### config.mk
export PLATFORM = sky130hd
export DESIGN_NAME = ata_identify_capability_words
export DESIGN_NICKNAME = d
export VERILOG_FILES = /design/src/inc/ident_pkg.sv /design/src/logic/ata_identify_capability_words.sv /design/src/logic/dma_pace.sv /design/src/logic/geom_capacity.sv
export SDC_FILE = /design/constraint.sdc
export NUM_CORES = 2
export LEC_CHECK = 0
export ABC_CLOCK_PERIOD_IN_PS = 1700
export BUFFER_PORTS_ARGS = -buffer_cell sky130_fd_sc_hd__clkbuf_2
export CAP_MARGIN = 5
export CORE_ASPECT_RATIO = 1.5
export CORE_UTILIZATION = 40
export DETAILED_ROUTE_END_ITERATION = 10
export HOLD_SLACK_MARGIN = 0.15
export SYNTH_ARGS = -nofsm -noshare
export SYNTH_HDL_FRONTEND = slang
export SYNTH_HIERARCHICAL = 1
export SYNTH_SLANG_ARGS = --single-unit
### constraint.sdc
create_clock -name mclk -period 1.7 [get_ports mclk]
set_input_delay 0 -clock mclk [delete_from_list [all_inputs] [get_ports mclk]]
set_output_delay 0 -clock mclk [all_outputs]
set_load 0.01 [all_outputs]
### src/inc/ident_pkg.sv
// Package: identify-word indices, fixed word values, field positions and structs
package ident_pkg;
  // Word indices inside the 256-word identify block
  localparam logic [7:0] W_CAPS = 8'h31;
  localparam logic [7:0] W_PIO_MODE = 8'h33;
  localparam logic [7:0] W_XLAT_VALID = 8'h35;
  localparam logic [7:0] W_CUR_CYL = 8'h36;
  localparam logic [7:0] W_CUR_HEAD = 8'h37;
  localparam logic [7:0] W_CUR_SPT = 8'h38;
  localparam logic [7:0] W_CUR_CAP_LO = 8'h39;
  localparam logic [7:0] W_CUR_CAP_HI = 8'h3A;
  localparam logic [7:0] W_MULT_SET = 8'h3B;
  localparam logic [7:0] W_LBA_LO = 8'h3C;
  localparam logic [7:0] W_LBA_HI = 8'h3D;
  localparam logic [7:0] W_MWDMA = 8'h3F;
  localparam logic [7:0] W_ADV_PIO = 8'h40;
  localparam logic [7:0] W_DMA_MIN = 8'h41;
  localparam logic [7:0] W_DMA_REC = 8'h42;
  localparam logic [7:0] W_PIO_NOFC = 8'h43;
  localparam logic [7:0] W_PIO_FC = 8'h44;
  localparam logic [7:0] W_MAJOR = 8'h50;
  localparam logic [7:0] W_MINOR = 8'h51;
  localparam logic [7:0] W_FEAT = 8'h52;
  localparam logic [7:0] W_LAST = 8'hFF;
  // Capabilities word bit positions
  localparam int CAP_STANDBY_BIT = 13;
  localparam int CAP_IORDY_BIT = 11;
  localparam int CAP_LBA_BIT = 9;
  localparam int CAP_DMA_BIT = 8;
  // Fixed values
  localparam logic [15:0] PIO_MODE_VAL = 16'h0200;
  localparam logic [15:0] XLAT_VALID_VAL = 16'h0007;
  localparam logic [7:0] MULT_VALID_BYTE = 8'h01;
  localparam logic [7:0] MULT_RESET = 8'h00;
  localparam logic [2:0] MWDMA_SUPPORTED = 3'h7;
  localparam logic [2:0] MWDMA_SEL_RESET = 3'h0;
  localparam logic [7:0] ADV_PIO_VAL = 8'h03;
  localparam int DMA_CYCLE_NS = 120;
  localparam int PIO_CYCLE_NS = 120;
  localparam logic [15:0] DMA_CYCLE_WORD = 16'h0078;
  localparam logic [15:0] PIO_CYCLE_WORD = 16'h0078;
  localparam logic [15:0] MAJOR_VAL = 16'h007E;
  localparam logic [15:0] MINOR_VAL = 16'h0019;
  localparam logic [15:0] FEAT_VAL = 16'h706B;
  localparam int CLK_NS = 10;
  // Recommended DMA word time in clocks, rounded up
  localparam int DMA_REC_CYC = (DMA_CYCLE_NS + CLK_NS - 1) / CLK_NS;

  // Current geometry as set by firmware
  typedef struct packed {
    logic [15:0] cyl;
    logic [15:0] heads;
    logic [15:0] spt;
  } geom_t;

  // Settings commands from the command decoder
  typedef struct packed {
    logic multSet;
    logic [7:0] multCount;
    logic dmaSet;
    logic [1:0] dmaMode;
  } setcmd_t;
endpackage

### src/logic/ata_identify_capability_words.sv
// Identify-data word generator for capability and configuration words 49..82
//
// Functional notes
// - Capabilities bit 13 reads 0: device forces sleep itself.
// - Capabilities bits 11, 9, 8 read 1: IORDY, LBA, DMA.
// - PIO timing mode word reports PIO mode 2 (0200H).
// - Translation-valid bit 0 is 1: words 54..58 valid.
// - Translation-valid bits 1 and 2 are 1: words 64..70 and 88 valid.
// - Words 54..56 give current cylinders, heads, sectors per track.
// - Words 57..58 give product of current cylinders, heads, sectors.
// - Multiple-sector word upper byte is fixed 01H.
// - Multiple-sector lower byte holds last Set Multiple count, resets 00H.
// - Words 60..61 give total LBA-addressable sectors.
// - Multi-word DMA selected bits 10..8 are one-hot or all clear.
// - DMA supported bits 2..0 set; reserved bits read zero.
// - Advanced PIO bits 1..0 set, bits 7..2 zero.
// - Minimum and recommended DMA cycle words report 120 ns.
// - Host faster than recommended may see DMARQ paused.
// - Minimum PIO cycle without IORDY reports 0078H.
// - Minimum PIO cycle with IORDY reports 0078H.
// - Major version word sets bits 6..1 for ATA-1..ATA-6.
// - Minor version word reports 0019H.
// - Features-supported word reports 706BH.
// - Unsupported and obsolete feature bits read zero.
`timescale 1ns/10ps
module ata_identify_capability_words (
  // Clock and reset
  input wire logic mclk,
  input wire logic rst_n,
  // Firmware-supplied drive configuration
  input wire ident_pkg::geom_t curGeom,
  input wire logic [31:0] lbaSectors,
  // Settings commands
  input wire ident_pkg::setcmd_t setCmd,
  // Identify read port
  input wire logic rdStb,
  input wire logic [7:0] rdWord,
  output logic [15:0] rdData,
  output logic rdValid,
  output logic inWindow,
  // DMA pacing
  input wire logic dmaWordStb,
  output logic dmaPause,
  // Current DMA mode selection view
  output logic [2:0] dmaSelected
);
  ////////////////////////////////////////////////////////////////////////////
  // Settings registers
  logic [7:0] multCount_ff;
  logic [2:0] dmaSel_ff;
  logic [2:0] nxt_dmaSel;
  logic [15:0] rdData_ff;
  logic rdValid_ff;
  logic [31:0] curCap;

  // Selecting one mode clears the others; mode 3 is not offered and is ignored
  assign nxt_dmaSel = (setCmd.dmaMode == 2'h3) ? dmaSel_ff
                    : 3'(3'h1 << setCmd.dmaMode);

  always_ff @(posedge mclk or negedge rst_n) begin
    if (!rst_n) begin
      multCount_ff <= ident_pkg::MULT_RESET;
      dmaSel_ff <= ident_pkg::MWDMA_SEL_RESET;
    end else begin
      if (setCmd.multSet) multCount_ff <= setCmd.multCount;
      if (setCmd.dmaSet) dmaSel_ff <= nxt_dmaSel;
    end
  end

  assign dmaSelected = dmaSel_ff;

  ////////////////////////////////////////////////////////////////////////////
  // Helpers
  geom_capacity capCalc (
    .mclk(mclk),
    .rst_n(rst_n),
    .geom(curGeom),
    .capacity(curCap)
  );

  dma_pace pacer (
    .mclk(mclk),
    .rst_n(rst_n),
    .wordStb(dmaWordStb),
    .pause(dmaPause)
  );

  ////////////////////////////////////////////////////////////////////////////
  // Fixed word images
  wire [15:0] capsWord = (16'h0001 << ident_pkg::CAP_IORDY_BIT)
                       | (16'h0001 << ident_pkg::CAP_LBA_BIT)
                       | (16'h0001 << ident_pkg::CAP_DMA_BIT);
  wire [15:0] multWord = {ident_pkg::MULT_VALID_BYTE, multCount_ff};
  wire [15:0] mwdmaWord = {5'h00, dmaSel_ff, 5'h00,
                           ident_pkg::MWDMA_SUPPORTED};
  wire [15:0] advPioWord = {8'h00, ident_pkg::ADV_PIO_VAL};

  ////////////////////////////////////////////////////////////////////////////
  // Word selection; words outside this range belong to other blocks
  logic [15:0] wordMux;
  assign inWindow = (rdWord >= ident_pkg::W_CAPS) && (rdWord <= ident_pkg::W_FEAT);

  always_comb begin
    unique case (rdWord)
      ident_pkg::W_CAPS: wordMux = capsWord;
      ident_pkg::W_PIO_MODE: wordMux = ident_pkg::PIO_MODE_VAL;
      ident_pkg::W_XLAT_VALID: wordMux = ident_pkg::XLAT_VALID_VAL;
      ident_pkg::W_CUR_CYL: wordMux = curGeom.cyl;
      ident_pkg::W_CUR_HEAD: wordMux = curGeom.heads;
      ident_pkg::W_CUR_SPT: wordMux = curGeom.spt;
      ident_pkg::W_CUR_CAP_LO: wordMux = curCap[15:0];
      ident_pkg::W_CUR_CAP_HI: wordMux = curCap[31:16];
      ident_pkg::W_MULT_SET: wordMux = multWord;
      ident_pkg::W_LBA_LO: wordMux = lbaSectors[15:0];
      ident_pkg::W_LBA_HI: wordMux = lbaSectors[31:16];
      ident_pkg::W_MWDMA: wordMux = mwdmaWord;
      ident_pkg::W_ADV_PIO: wordMux = advPioWord;
      ident_pkg::W_DMA_MIN: wordMux = ident_pkg::DMA_CYCLE_WORD;
      ident_pkg::W_DMA_REC: wordMux = ident_pkg::DMA_CYCLE_WORD;
      ident_pkg::W_PIO_NOFC: wordMux = ident_pkg::PIO_CYCLE_WORD;
      ident_pkg::W_PIO_FC: wordMux = ident_pkg::PIO_CYCLE_WORD;
      ident_pkg::W_MAJOR: wordMux = ident_pkg::MAJOR_VAL;
      ident_pkg::W_MINOR: wordMux = ident_pkg::MINOR_VAL;
      ident_pkg::W_FEAT: wordMux = ident_pkg::FEAT_VAL;
      default: wordMux = 16'h0000;
    endcase
  end

  // One-cycle registered answer per read strobe
  always_ff @(posedge mclk or negedge rst_n) begin
    if (!rst_n) begin
      rdData_ff <= 16'h0000;
      rdValid_ff <= 1'b0;
    end else begin
      rdValid_ff <= rdStb;
      if (rdStb) rdData_ff <= wordMux;
    end
  end

  assign rdData = rdData_ff;
  assign rdValid = rdValid_ff;

  ////////////////////////////////////////////////////////////////////////////
  // Checks
  caps_bits_a: assert property (@(posedge mclk) disable iff (!rst_n)
    rdStb && rdWord == ident_pkg::W_CAPS |=> rdData[13] == 1'b0) else $error("standby bit set");
  caps_support_a: assert property (@(posedge mclk) disable iff (!rst_n)
    rdStb && rdWord == ident_pkg::W_CAPS |=> rdData[11] && rdData[9] && rdData[8])
    else $error("caps support bits");
  pio_mode_a: assert property (@(posedge mclk) disable iff (!rst_n)
    rdStb && rdWord == ident_pkg::W_PIO_MODE |=> rdData == 16'h0200) else $error("pio mode");
  xlat_valid_a: assert property (@(posedge mclk) disable iff (!rst_n)
    rdStb && rdWord == ident_pkg::W_XLAT_VALID |=> rdData[2:0] == 3'h7)
    else $error("translation valid");
  xlat_upper_a: assert property (@(posedge mclk) disable iff (!rst_n)
    rdStb && rdWord == ident_pkg::W_XLAT_VALID |=> rdData[2] && rdData[1])
    else $error("words 64 or 88 invalid");
  geom_read_a: assert property (@(posedge mclk) disable iff (!rst_n)
    rdStb && rdWord == ident_pkg::W_CUR_HEAD |=> rdData == $past(curGeom.heads))
    else $error("heads mismatch");
  mult_word_a: assert property (@(posedge mclk) disable iff (!rst_n)
    rdStb && rdWord == ident_pkg::W_MULT_SET |=> rdData == {8'h01, $past(multCount_ff)})
    else $error("multiple word");
  mult_update_a: assert property (@(posedge mclk) disable iff (!rst_n)
    setCmd.multSet |=> multCount_ff == $past(setCmd.multCount))
    else $error("multiple count not stored");
  lba_read_a: assert property (@(posedge mclk) disable iff (!rst_n)
    rdStb && rdWord == ident_pkg::W_LBA_HI |=> rdData == $past(lbaSectors[31:16]))
    else $error("lba high");
  dma_onehot_a: assert property (@(posedge mclk) disable iff (!rst_n)
    $onehot0(dmaSel_ff)) else $error("dma select not one-hot");
  dma_select_a: assert property (@(posedge mclk) disable iff (!rst_n)
    setCmd.dmaSet && setCmd.dmaMode == 2'h2 |=> dmaSel_ff == 3'h4)
    else $error("mode 2 not selected");
  mwdma_word_a: assert property (@(posedge mclk) disable iff (!rst_n)
    rdStb && rdWord == ident_pkg::W_MWDMA |=> rdData[2:0] == 3'h7
    && rdData[15:11] == 5'h00 && rdData[7:3] == 5'h00) else $error("mwdma word");
  adv_pio_a: assert property (@(posedge mclk) disable iff (!rst_n)
    rdStb && rdWord == ident_pkg::W_ADV_PIO |=> rdData == 16'h0003) else $error("adv pio");
  dma_cycle_a: assert property (@(posedge mclk) disable iff (!rst_n)
    rdStb && (rdWord == ident_pkg::W_DMA_MIN || rdWord == ident_pkg::W_DMA_REC)
    |=> rdData == 16'h0078) else $error("dma cycle");
  pio_nofc_a: assert property (@(posedge mclk) disable iff (!rst_n)
    rdStb && rdWord == ident_pkg::W_PIO_NOFC |=> rdData == 16'h0078) else $error("pio nofc");
  pio_iordy_a: assert property (@(posedge mclk) disable iff (!rst_n)
    rdStb && rdWord == ident_pkg::W_PIO_FC |=> rdData == 16'h0078) else $error("pio iordy");
  major_ver_a: assert property (@(posedge mclk) disable iff (!rst_n)
    rdStb && rdWord == ident_pkg::W_MAJOR |=> rdData == 16'h007E) else $error("major");
  minor_ver_a: assert property (@(posedge mclk) disable iff (!rst_n)
    rdStb && rdWord == ident_pkg::W_MINOR |=> rdData == 16'h0019) else $error("minor");
  feat_word_a: assert property (@(posedge mclk) disable iff (!rst_n)
    rdStb && rdWord == ident_pkg::W_FEAT |=> rdData == 16'h706B
    && (rdData & 16'h8F94) == 16'h0000) else $error("features");
  read_valid_a: assert property (@(posedge mclk) disable iff (!rst_n)
    rdStb |=> rdValid) else $error("no answer to read");

  ////////////////////////////////////////////////////////////////////////////
  // Whole-word checks per identify word, byte checks and hold of the multiple-sector word
  caps_exact_a: assert property (@(posedge mclk) disable iff (!rst_n)
    rdStb && rdWord == ident_pkg::W_CAPS
    |=> rdData == 16'h0B00)
    else $error("capabilities word");

  xlat_exact_a: assert property (@(posedge mclk) disable iff (!rst_n)
    rdStb && rdWord == ident_pkg::W_XLAT_VALID
    |=> rdData == 16'h0007)
    else $error("translation word");

  cyl_read_a: assert property (@(posedge mclk) disable iff (!rst_n)
    rdStb && rdWord == ident_pkg::W_CUR_CYL
    |=> rdData == $past(curGeom.cyl))
    else $error("cylinders mismatch");

  spt_read_a: assert property (@(posedge mclk) disable iff (!rst_n)
    rdStb && rdWord == ident_pkg::W_CUR_SPT
    |=> rdData == $past(curGeom.spt))
    else $error("sectors per track mismatch");

  cap_low_a: assert property (@(posedge mclk) disable iff (!rst_n)
    rdStb && rdWord == ident_pkg::W_CUR_CAP_LO
    |=> rdData == $past(curCap[15:0]))
    else $error("capacity low word");

  cap_high_a: assert property (@(posedge mclk) disable iff (!rst_n)
    rdStb && rdWord == ident_pkg::W_CUR_CAP_HI
    |=> rdData == $past(curCap[31:16]))
    else $error("capacity high word");

  lba_low_a: assert property (@(posedge mclk) disable iff (!rst_n)
    rdStb && rdWord == ident_pkg::W_LBA_LO
    |=> rdData == $past(lbaSectors[15:0]))
    else $error("lba low");

  mult_upper_a: assert property (@(posedge mclk) disable iff (!rst_n)
    rdStb && rdWord == ident_pkg::W_MULT_SET
    |=> rdData[15:8] == 8'h01)
    else $error("multiple valid byte");

  mult_lower_a: assert property (@(posedge mclk) disable iff (!rst_n)
    rdStb && rdWord == ident_pkg::W_MULT_SET
    |=> rdData[7:0] == $past(multCount_ff))
    else $error("multiple count byte");

  mult_hold_a: assert property (@(posedge mclk) disable iff (!rst_n)
    !setCmd.multSet
    |=> multCount_ff == $past(multCount_ff))
    else $error("multiple count drifted");

  ////////////////////////////////////////////////////////////////////////////
  // Multi-word DMA selection
  mwdma_sel_a: assert property (@(posedge mclk) disable iff (!rst_n)
    rdStb && rdWord == ident_pkg::W_MWDMA
    |=> rdData[10:8] == $past(dmaSel_ff))
    else $error("selected bits not shown");

  mwdma_onehot_a: assert property (@(posedge mclk) disable iff (!rst_n)
    rdStb && rdWord == ident_pkg::W_MWDMA
    |=> $onehot0(rdData[10:8]))
    else $error("selected bits not one-hot");

  dma_mode0_a: assert property (@(posedge mclk) disable iff (!rst_n)
    setCmd.dmaSet && setCmd.dmaMode == 2'h0
    |=> dmaSel_ff == 3'h1)
    else $error("mode 0 not selected");

  dma_mode1_a: assert property (@(posedge mclk) disable iff (!rst_n)
    setCmd.dmaSet && setCmd.dmaMode == 2'h1
    |=> dmaSel_ff == 3'h2)
    else $error("mode 1 not selected");

  dma_ignore_a: assert property (@(posedge mclk) disable iff (!rst_n)
    setCmd.dmaSet && setCmd.dmaMode == 2'h3
    |=> dmaSel_ff == $past(dmaSel_ff))
    else $error("unoffered mode changed selection");

  dma_hold_a: assert property (@(posedge mclk) disable iff (!rst_n)
    !setCmd.dmaSet
    |=> dmaSel_ff == $past(dmaSel_ff))
    else $error("selection drifted");

  dma_view_a: assert property (@(posedge mclk) disable iff (!rst_n)
    1'b1
    |-> dmaSelected == dmaSel_ff)
    else $error("selection view differs");

  ////////////////////////////////////////////////////////////////////////////
  // Timing, version and feature words
  adv_reserved_a: assert property (@(posedge mclk) disable iff (!rst_n)
    rdStb && rdWord == ident_pkg::W_ADV_PIO
    |=> rdData[15:2] == 14'h0000)
    else $error("advanced pio reserved bits");

  dma_min_a: assert property (@(posedge mclk) disable iff (!rst_n)
    rdStb && rdWord == ident_pkg::W_DMA_MIN
    |=> rdData == 16'h0078)
    else $error("minimum dma cycle");

  dma_rec_a: assert property (@(posedge mclk) disable iff (!rst_n)
    rdStb && rdWord == ident_pkg::W_DMA_REC
    |=> rdData == 16'h0078)
    else $error("recommended dma cycle");

  major_range_a: assert property (@(posedge mclk) disable iff (!rst_n)
    rdStb && rdWord == ident_pkg::W_MAJOR
    |=> rdData[6:1] == 6'h3F && rdData != 16'hFFFF)
    else $error("major version bits");

  minor_reported_a: assert property (@(posedge mclk) disable iff (!rst_n)
    rdStb && rdWord == ident_pkg::W_MINOR
    |=> rdData != 16'h0000 && rdData != 16'hFFFF)
    else $error("minor version unreported");

  feat_set_a: assert property (@(posedge mclk) disable iff (!rst_n)
    rdStb && rdWord == ident_pkg::W_FEAT
    |=> (rdData & 16'h706B) == 16'h706B)
    else $error("supported feature bit clear");

  feat_clear_a: assert property (@(posedge mclk) disable iff (!rst_n)
    rdStb && rdWord == ident_pkg::W_FEAT
    |=> (rdData & 16'h8F94) == 16'h0000)
    else $error("unsupported feature bit set");

  ////////////////////////////////////////////////////////////////////////////
  // Reserved and foreign words, read port behaviour
  resv_fifty_a: assert property (@(posedge mclk) disable iff (!rst_n)
    rdStb && rdWord == 8'h32
    |=> rdData == 16'h0000)
    else $error("word 50 not zero");

  resv_fiftytwo_a: assert property (@(posedge mclk) disable iff (!rst_n)
    rdStb && rdWord == 8'h34
    |=> rdData == 16'h0000)
    else $error("word 52 not zero");

  resv_sixtytwo_a: assert property (@(posedge mclk) disable iff (!rst_n)
    rdStb && rdWord == 8'h3E
    |=> rdData == 16'h0000)
    else $error("word 62 not zero");

  resv_block_a: assert property (@(posedge mclk) disable iff (!rst_n)
    rdStb && rdWord >= 8'h45 && rdWord <= 8'h4F
    |=> rdData == 16'h0000)
    else $error("reserved block not zero");

  outside_zero_a: assert property (@(posedge mclk) disable iff (!rst_n)
    rdStb && !inWindow
    |=> rdData == 16'h0000)
    else $error("foreign word not zero");

  valid_pulse_a: assert property (@(posedge mclk) disable iff (!rst_n)
    !rdStb
    |=> !rdValid)
    else $error("answer without read");

  data_hold_a: assert property (@(posedge mclk) disable iff (!rst_n)
    !rdStb
    |=> $stable(rdData))
    else $error("read data changed without read");

  ////////////////////////////////////////////////////////////////////////////
  // DMA flow control
  pause_cause_a: assert property (@(posedge mclk) disable iff (!rst_n)
    dmaPause
    |-> $past(dmaWordStb))
    else $error("pause without word");

  no_pause_idle_a: assert property (@(posedge mclk) disable iff (!rst_n)
    !dmaWordStb
    |=> !dmaPause)
    else $error("pause while idle");
endmodule

### src/logic/dma_pace.sv
// Measures host DMA word spacing and asks for a DMARQ pause when too fast
`timescale 1ns/10ps
module dma_pace #(
  parameter int REC_CYC = ident_pkg::DMA_REC_CYC
) (
  // Clock and reset
  input wire logic mclk,
  input wire logic rst_n,
  // Word strobe from the data port, pause request out
  input wire logic wordStb,
  output logic pause
);
  initial begin
    if (REC_CYC < 2 || REC_CYC > 255) $error("REC_CYC out of range");
  end
  logic [7:0] gap_ff;
  logic pause_ff;
  logic tooFast;

  assign tooFast = wordStb && (gap_ff < 8'(REC_CYC));

  always_ff @(posedge mclk or negedge rst_n) begin
    if (!rst_n) begin
      gap_ff <= 8'hFF;
      pause_ff <= 1'b0;
    end else begin
      // Count from one so a word exactly REC_CYC clocks after the last is not too fast
      if (wordStb) gap_ff <= 8'h01;
      else if (gap_ff != 8'hFF) gap_ff <= gap_ff + 8'h01;
      pause_ff <= tooFast;
    end
  end

  assign pause = pause_ff;

  pause_on_fast_a: assert property (@(posedge mclk) disable iff (!rst_n)
    tooFast |=> pause) else $error("no pause after fast word");
endmodule

### src/logic/geom_capacity.sv
// Registered capacity product of cylinders, heads and sectors per track
`timescale 1ns/10ps
module geom_capacity (
  // Clock and reset
  input wire logic mclk,
  input wire logic rst_n,
  // Geometry in, product out
  input wire ident_pkg::geom_t geom,
  output logic [31:0] capacity
);
  logic [31:0] chsProd;
  logic [31:0] capacity_ff;

  // Product truncated to the 32-bit field; real geometry never exceeds it
  // Widen each factor first: a cast around the product would multiply at 16 bits
  assign chsProd = 32'(geom.cyl) * 32'(geom.heads) * 32'(geom.spt);

  always_ff @(posedge mclk or negedge rst_n) begin
    if (!rst_n) capacity_ff <= 32'h0000_0000;
    else capacity_ff <= chsProd;
  end

  assign capacity = capacity_ff;

  capacity_tracks_a: assert property (@(posedge mclk) disable iff (!rst_n)
    $past(rst_n) |-> capacity == $past(chsProd)) else $error("capacity not product");
endmodule

# [Word level (Yosys, flattened, before mapping)]
# Cells that the tools add are included.
[op_classes] n_reduce_logical=5 add_sub_neg=1 n_div=0 n_lt_le_gt_ge=3 n_mux=3 n_eq_ne=22 n_shift=1 mul=2 bitwise=1
[ops] operator="$pmux W16 S17" count=1
[ops] operator="$eq A8 B6 Y1 const B" count=12
[ops] operator="$eq A8 B7 Y1 const B" count=8
[ops] operator="$mul A16 B16 Y32" count=1
[ops] operator="$mul A32 B16 Y32" count=1
[ops] operator="$mux W8" count=2
[ops] operator="$add A8 B1 Y8 const B" count=1
[ops] operator="$ge A8 B6 Y1 const B" count=1
[ops] operator="$le A8 B7 Y1 const B" count=1
[ops] operator="$lt A8 B4 Y1 const B" count=1
[ops] operator="$ne A8 B8 Y1 const B" count=1
[ops] operator="$reduce_or A4 Y1" count=1
[ops] operator="$shl A1 B2 Y3 const A" count=1
[ops] operator="$eq A2 B2 Y1 const B" count=1
[ops] operator="$logic_and A1 B1 Y1" count=2
[ops] operator="$reduce_and A2 Y1" count=1
[ops] operator="$reduce_bool A2 Y1" count=1
[ops] operator="$not A1 Y1" count=1
[totals] regBits=69 romBits=0 latchBits=0 mem_bits_rw=0 in_bits=104 word_cells=45 output_inout_bits=22 mem_count=0

# [Logic depth before layout (Yosys ltp)]
[logic_depth] ltp_word=3 depth_mapped=48 mapped_depth_nobuf=46

# [By module]
# Netlist, hierarchy kept.
[by_module_without_submodules] mod="geom_capacity" instances=1 area_each_um2=20530.9 cells_per_inst=2306 seq_area_each_um2=800.8
[by_module_without_submodules] mod="ata_identify_capability_words" instances=1 area_each_um2=2519.9 cells_per_inst=297 seq_area_each_um2=700.7
[by_module_without_submodules] mod="dma_pace" instances=1 area_each_um2=467.9 cells_per_inst=45 seq_area_each_um2=235.2

# [Worst setup path after synthesis]
# No wires, ideal clock.
[synth_path] path_kind="input port to flip-flop" from="input port curGeom[17] (netlist bit)" to="register capCalc.capacity_ff[31] (netlist: capCalc/capacity[31])" path_stages=39 path_slack_ps=-9204 required_time_ps=1566 arrival_ps=10770 path_buffers=1 setup_ps=134 cell_sequence="clkbuf_1 > nand2_1 > fa_1 > fa_1 > fa_1 > fa_1 > fa_1 > fa_1 > inv_1 > ha_1 > a211oi_1 > o211ai_1 > a221oi_1 > a31oi_1 > o31a_1 > o21ai_1 > a21oi_1 > nor2_1 > [... 3 more ...] > fa_1 > inv_1 > fa_1 > inv_1 > fa_1 > fa_1 > fa_1 > xor2_1 > xnor2_1 > xnor2_1 > xnor2_1 > xnor2_1 > xnor3_1 > xnor2_1 > xnor2_1 > xnor2_1 > xnor3_1 > xnor3_1"
[synth_between] elab_chain_len=2
[synth_lines] element="start: declaration" line="ata_identify_capability_words.sv:31" text="input wire ident_pkg::geom_t curGeom,"
[synth_lines] element="$mul A16 B16 Y32" line="geom_capacity.sv:16" text="assign chsProd = 32'(geom.cyl) * 32'(geom.heads) * 32'(geom.spt);"
[synth_lines] element="$mul A32 B16 Y32" line="geom_capacity.sv:16"
[synth_lines] element="net capCalc.chsProd[31]" line="geom_capacity.sv:11" text="logic [31:0] chsProd;"
[synth_lines] element="end signal: assignment" line="geom_capacity.sv:20" text="else capacity_ff <= chsProd;"
[synth_lines] element="end: declaration" line="geom_capacity.sv:12" text="logic [31:0] capacity_ff;"
# The timed path passes the listed nets, and every way through them passes these cells.
# A chain may end at the register's enable or synchronous reset.

# [Worst setup path in the final report]
[layout_path] from="input port curGeom[33] (netlist bit)" to="register capCalc.capacity_ff[31] (netlist: capCalc/capacity[31])"
# Same word-level chain as after synthesis.

==> metrics.txt <==
status finished with violations; failing checks negative setup slack; Post-DP HPWL 67400 um; initial core utilization 0.406; routability cong. 0.927; Post-Place Worst Slack -9.52 ns; Crit Path Class in -> reg; largest net degree at the start of global routing 41; ys flop type dfrtp_1; Final Util 0.553; number of flops mapped to enable cells by yosys 0; IO Port Bufs 125; register bit total from synthesis slightly below 70; Max Clk Rate about 0.097 GHz; Crit path required time ~1.9 ns; H-tree lvl count 3; Synth async-reset ratio 1.00; antenna viol nets, final 0; RSZ-0062 raised after global routing yes; Critical Path Most Common Cell fa_1; sequential fraction of the synthesis area 0.0738; Syn. warnings 6; Rel. slew slack 0.438; Root Buffer clkbuf_16; n_diodes 0; share of post-route cells with drive strength above 1 0.309; die width 200 um; Total Routed Length between 80000 and 90000 um; detailed-route via count about 21000; Setup Skew between 0.01 and 0.015 ns; Skew-Pair Late Insertion Delay approximately 0.34 ns; final instance area roughly 32000 sq um; Post-DP Area 28900 sq um; Total Die Area 59800 sq um; initial antenna violation count 1; Crit Path Max Fanout 7; Hold Violations, Final 0; CTS Buf Count 9; Site Rows between 100 and 150; Via density 5.23; Worst Hold Class in -> async; final number of setup-violating endpoints 30; Max Cap Viol 0; total clock sinks a little under 70; crit end category flop; Worst Tran Pin Value approximately 0.84 ns; number of global-route vias before repair 23500; synth-to-layout area growth 36.3%; critical path launch point type input port; Post-Layout Cell Count 3959; Mapped Cells ~2600; gr usage total 0.282; Bufs on Longest Clock Path 2; first-pass GRT wire length 128000 um; Routed WL per cell 20.5 um; DR DRC count 0; Tcrit/Tclk final 6.09; Top delay family on crit path adder cells; die extent in y ~300 um; synthesized cell area 23500 sq um; core box area 58000 sq um; Period minus WS final between 10 and 15 ns; Nets 3956; total iterations of the first detailed-routing run 5; Crit path buffers/inverters 6; Worst-path clk slew 0.06 ns; Crit-path slowest cell fa_1; max incr delay on CP 0.62 ns; Netlist cell types 81; Syn Area/Cell roughly 9 sq um; I/O Pins 126; total gr overflow 0; crit path setup slack, layout -8.65 ns; CTS tree done; WP data arrival about 11 ns; post-synth net total around 3400; DR iter-0 viols between 1000 and 1500; post-placement cell count ~3800; fin. max-slew vios 0
==> layer usage <==
| layer | global-route usage | part of all wire |
|---|---|---|
| met1 | 0.312 | 0.36 |
| met2 | 0.522 | 0.53 |
| met3 | 0.0269 | 0.043 |
| met4 | 0.155 | 0.065 |
| met5 | 0 | 0 |
==> cell usage after synthesis (all sizes together), types with 20 or more instances <==
master  instances  area [sq um]
nand2         423          1590
fa            498          9970
buf            20           109
nand2b         21           131
and2          253          1580
nor2b          24           158
ha            170          2130
o21ai          39           195
nor2           52           198
xnor2          50           445
clkbuf        103           388
nand3          30           155
dfrtp          61          1530
inv           557          2090
a21oi          59           295
==> cells by family after synthesis <==
| kind of cell | Yosys count | share of synthesized area |
|---|---|---|
| simple gates | 874 | 0.183 |
| buf+inv | 681 | 0.110 |
| fa+ha+maj | 668 | 0.514 |
| compound gates | 260 | 0.0768 |
| flops | 69 | 0.0738 |
| xor+xnor | 68 | 0.0286 |
| mux | 28 | 0.0129 |
==> metrics by stage <==
stage / hold slack (ns) / setup TNS, ns
floorplan: -0.296 / -183.49
CTS: 0.170 / -198.41
detailed placement: -0.000451 / -220.23
global placement: -0.00750 / -219.21
global route: 0.185 / -209.24
finish: 0.175 / -201.71
==> registers in the layout, summed over array words and instances, names as in the netlist <==
signal            count
rdValid               1
rdData               16
pacer/gap_ff          8
capCalc/capacity     32
multCount_ff          8
dmaSelected           3
pacer/pause           1
==> cell type report <==
cell class,instances,area [sq um]
Clock buffer,11,243
Clock inverter,5,60.1
Fill cell,4980,25900
Inverter,558,2090
Multi-Input combinational cell,1898,21200
Sequential cell,69,1740
Tap cell,770,963
Timing Repair Buffer,648,5730
==> worst paths after layout <==
check / startpoint / cells past startpoint / slack (ns) / to
worst max register to register: pacer/gap_ff[0]$_DFFE_PN1P_ / 4 / 0.10 / pacer/gap_ff[0]$_DFFE_PN1P_
min in group mclk: rdWord[3] / 4 / 0.19 / rdData[2]$_DFFE_PN0P_
worst min register to register: rdData[3]$_DFFE_PN0P_ / 1 / 0.49 / rdData[3]$_DFFE_PN0P_
worst min-delay path: rst_n / 2 / 0.18 / rdData[11]$_DFFE_PN0P_
max in group asynchronous: rst_n / 3 / 0.89 / pacer/gap_ff[0]$_DFFE_PN1P_
worst max-delay path: curGeom[33] / 41 / -8.65 / capCalc/capacity[31]$_DFF_PN0_
==> layout by cell type (no fill, tap or decap), types with 27 or more instances in the layout <==
cell | synthesis | final
a21oi_1 | 59 | 30
and2_1 | 253 | 233
buf_4 | 2 | 383
buf_6 | 1 | 68
clkbuf_2 | 1 | 93
dfrtp_1 | 61 | 61
dlygate4sd3_1 | 0 | 33
fa_1 | 498 | 471
fa_2 | 0 | 27
ha_1 | 170 | 107
ha_4 | 0 | 60
inv_1 | 557 | 520
inv_2 | 0 | 37
nand2_1 | 423 | 389
nor2_1 | 51 | 37
==> timing repair <==
action,4_1_cts,5_1_grt
gates resized for setup,293,81
pin swaps,204,75
buffers inserted,73,24
hold buffers,33,0
gates cloned,3,1
endpoints found under the setup margin,31,31
hold endpoints to repair,94,0
Power is left out: the tool's default activity adds up to more than one toggle a clock period on the data nets, which glitch-free logic cannot reach.
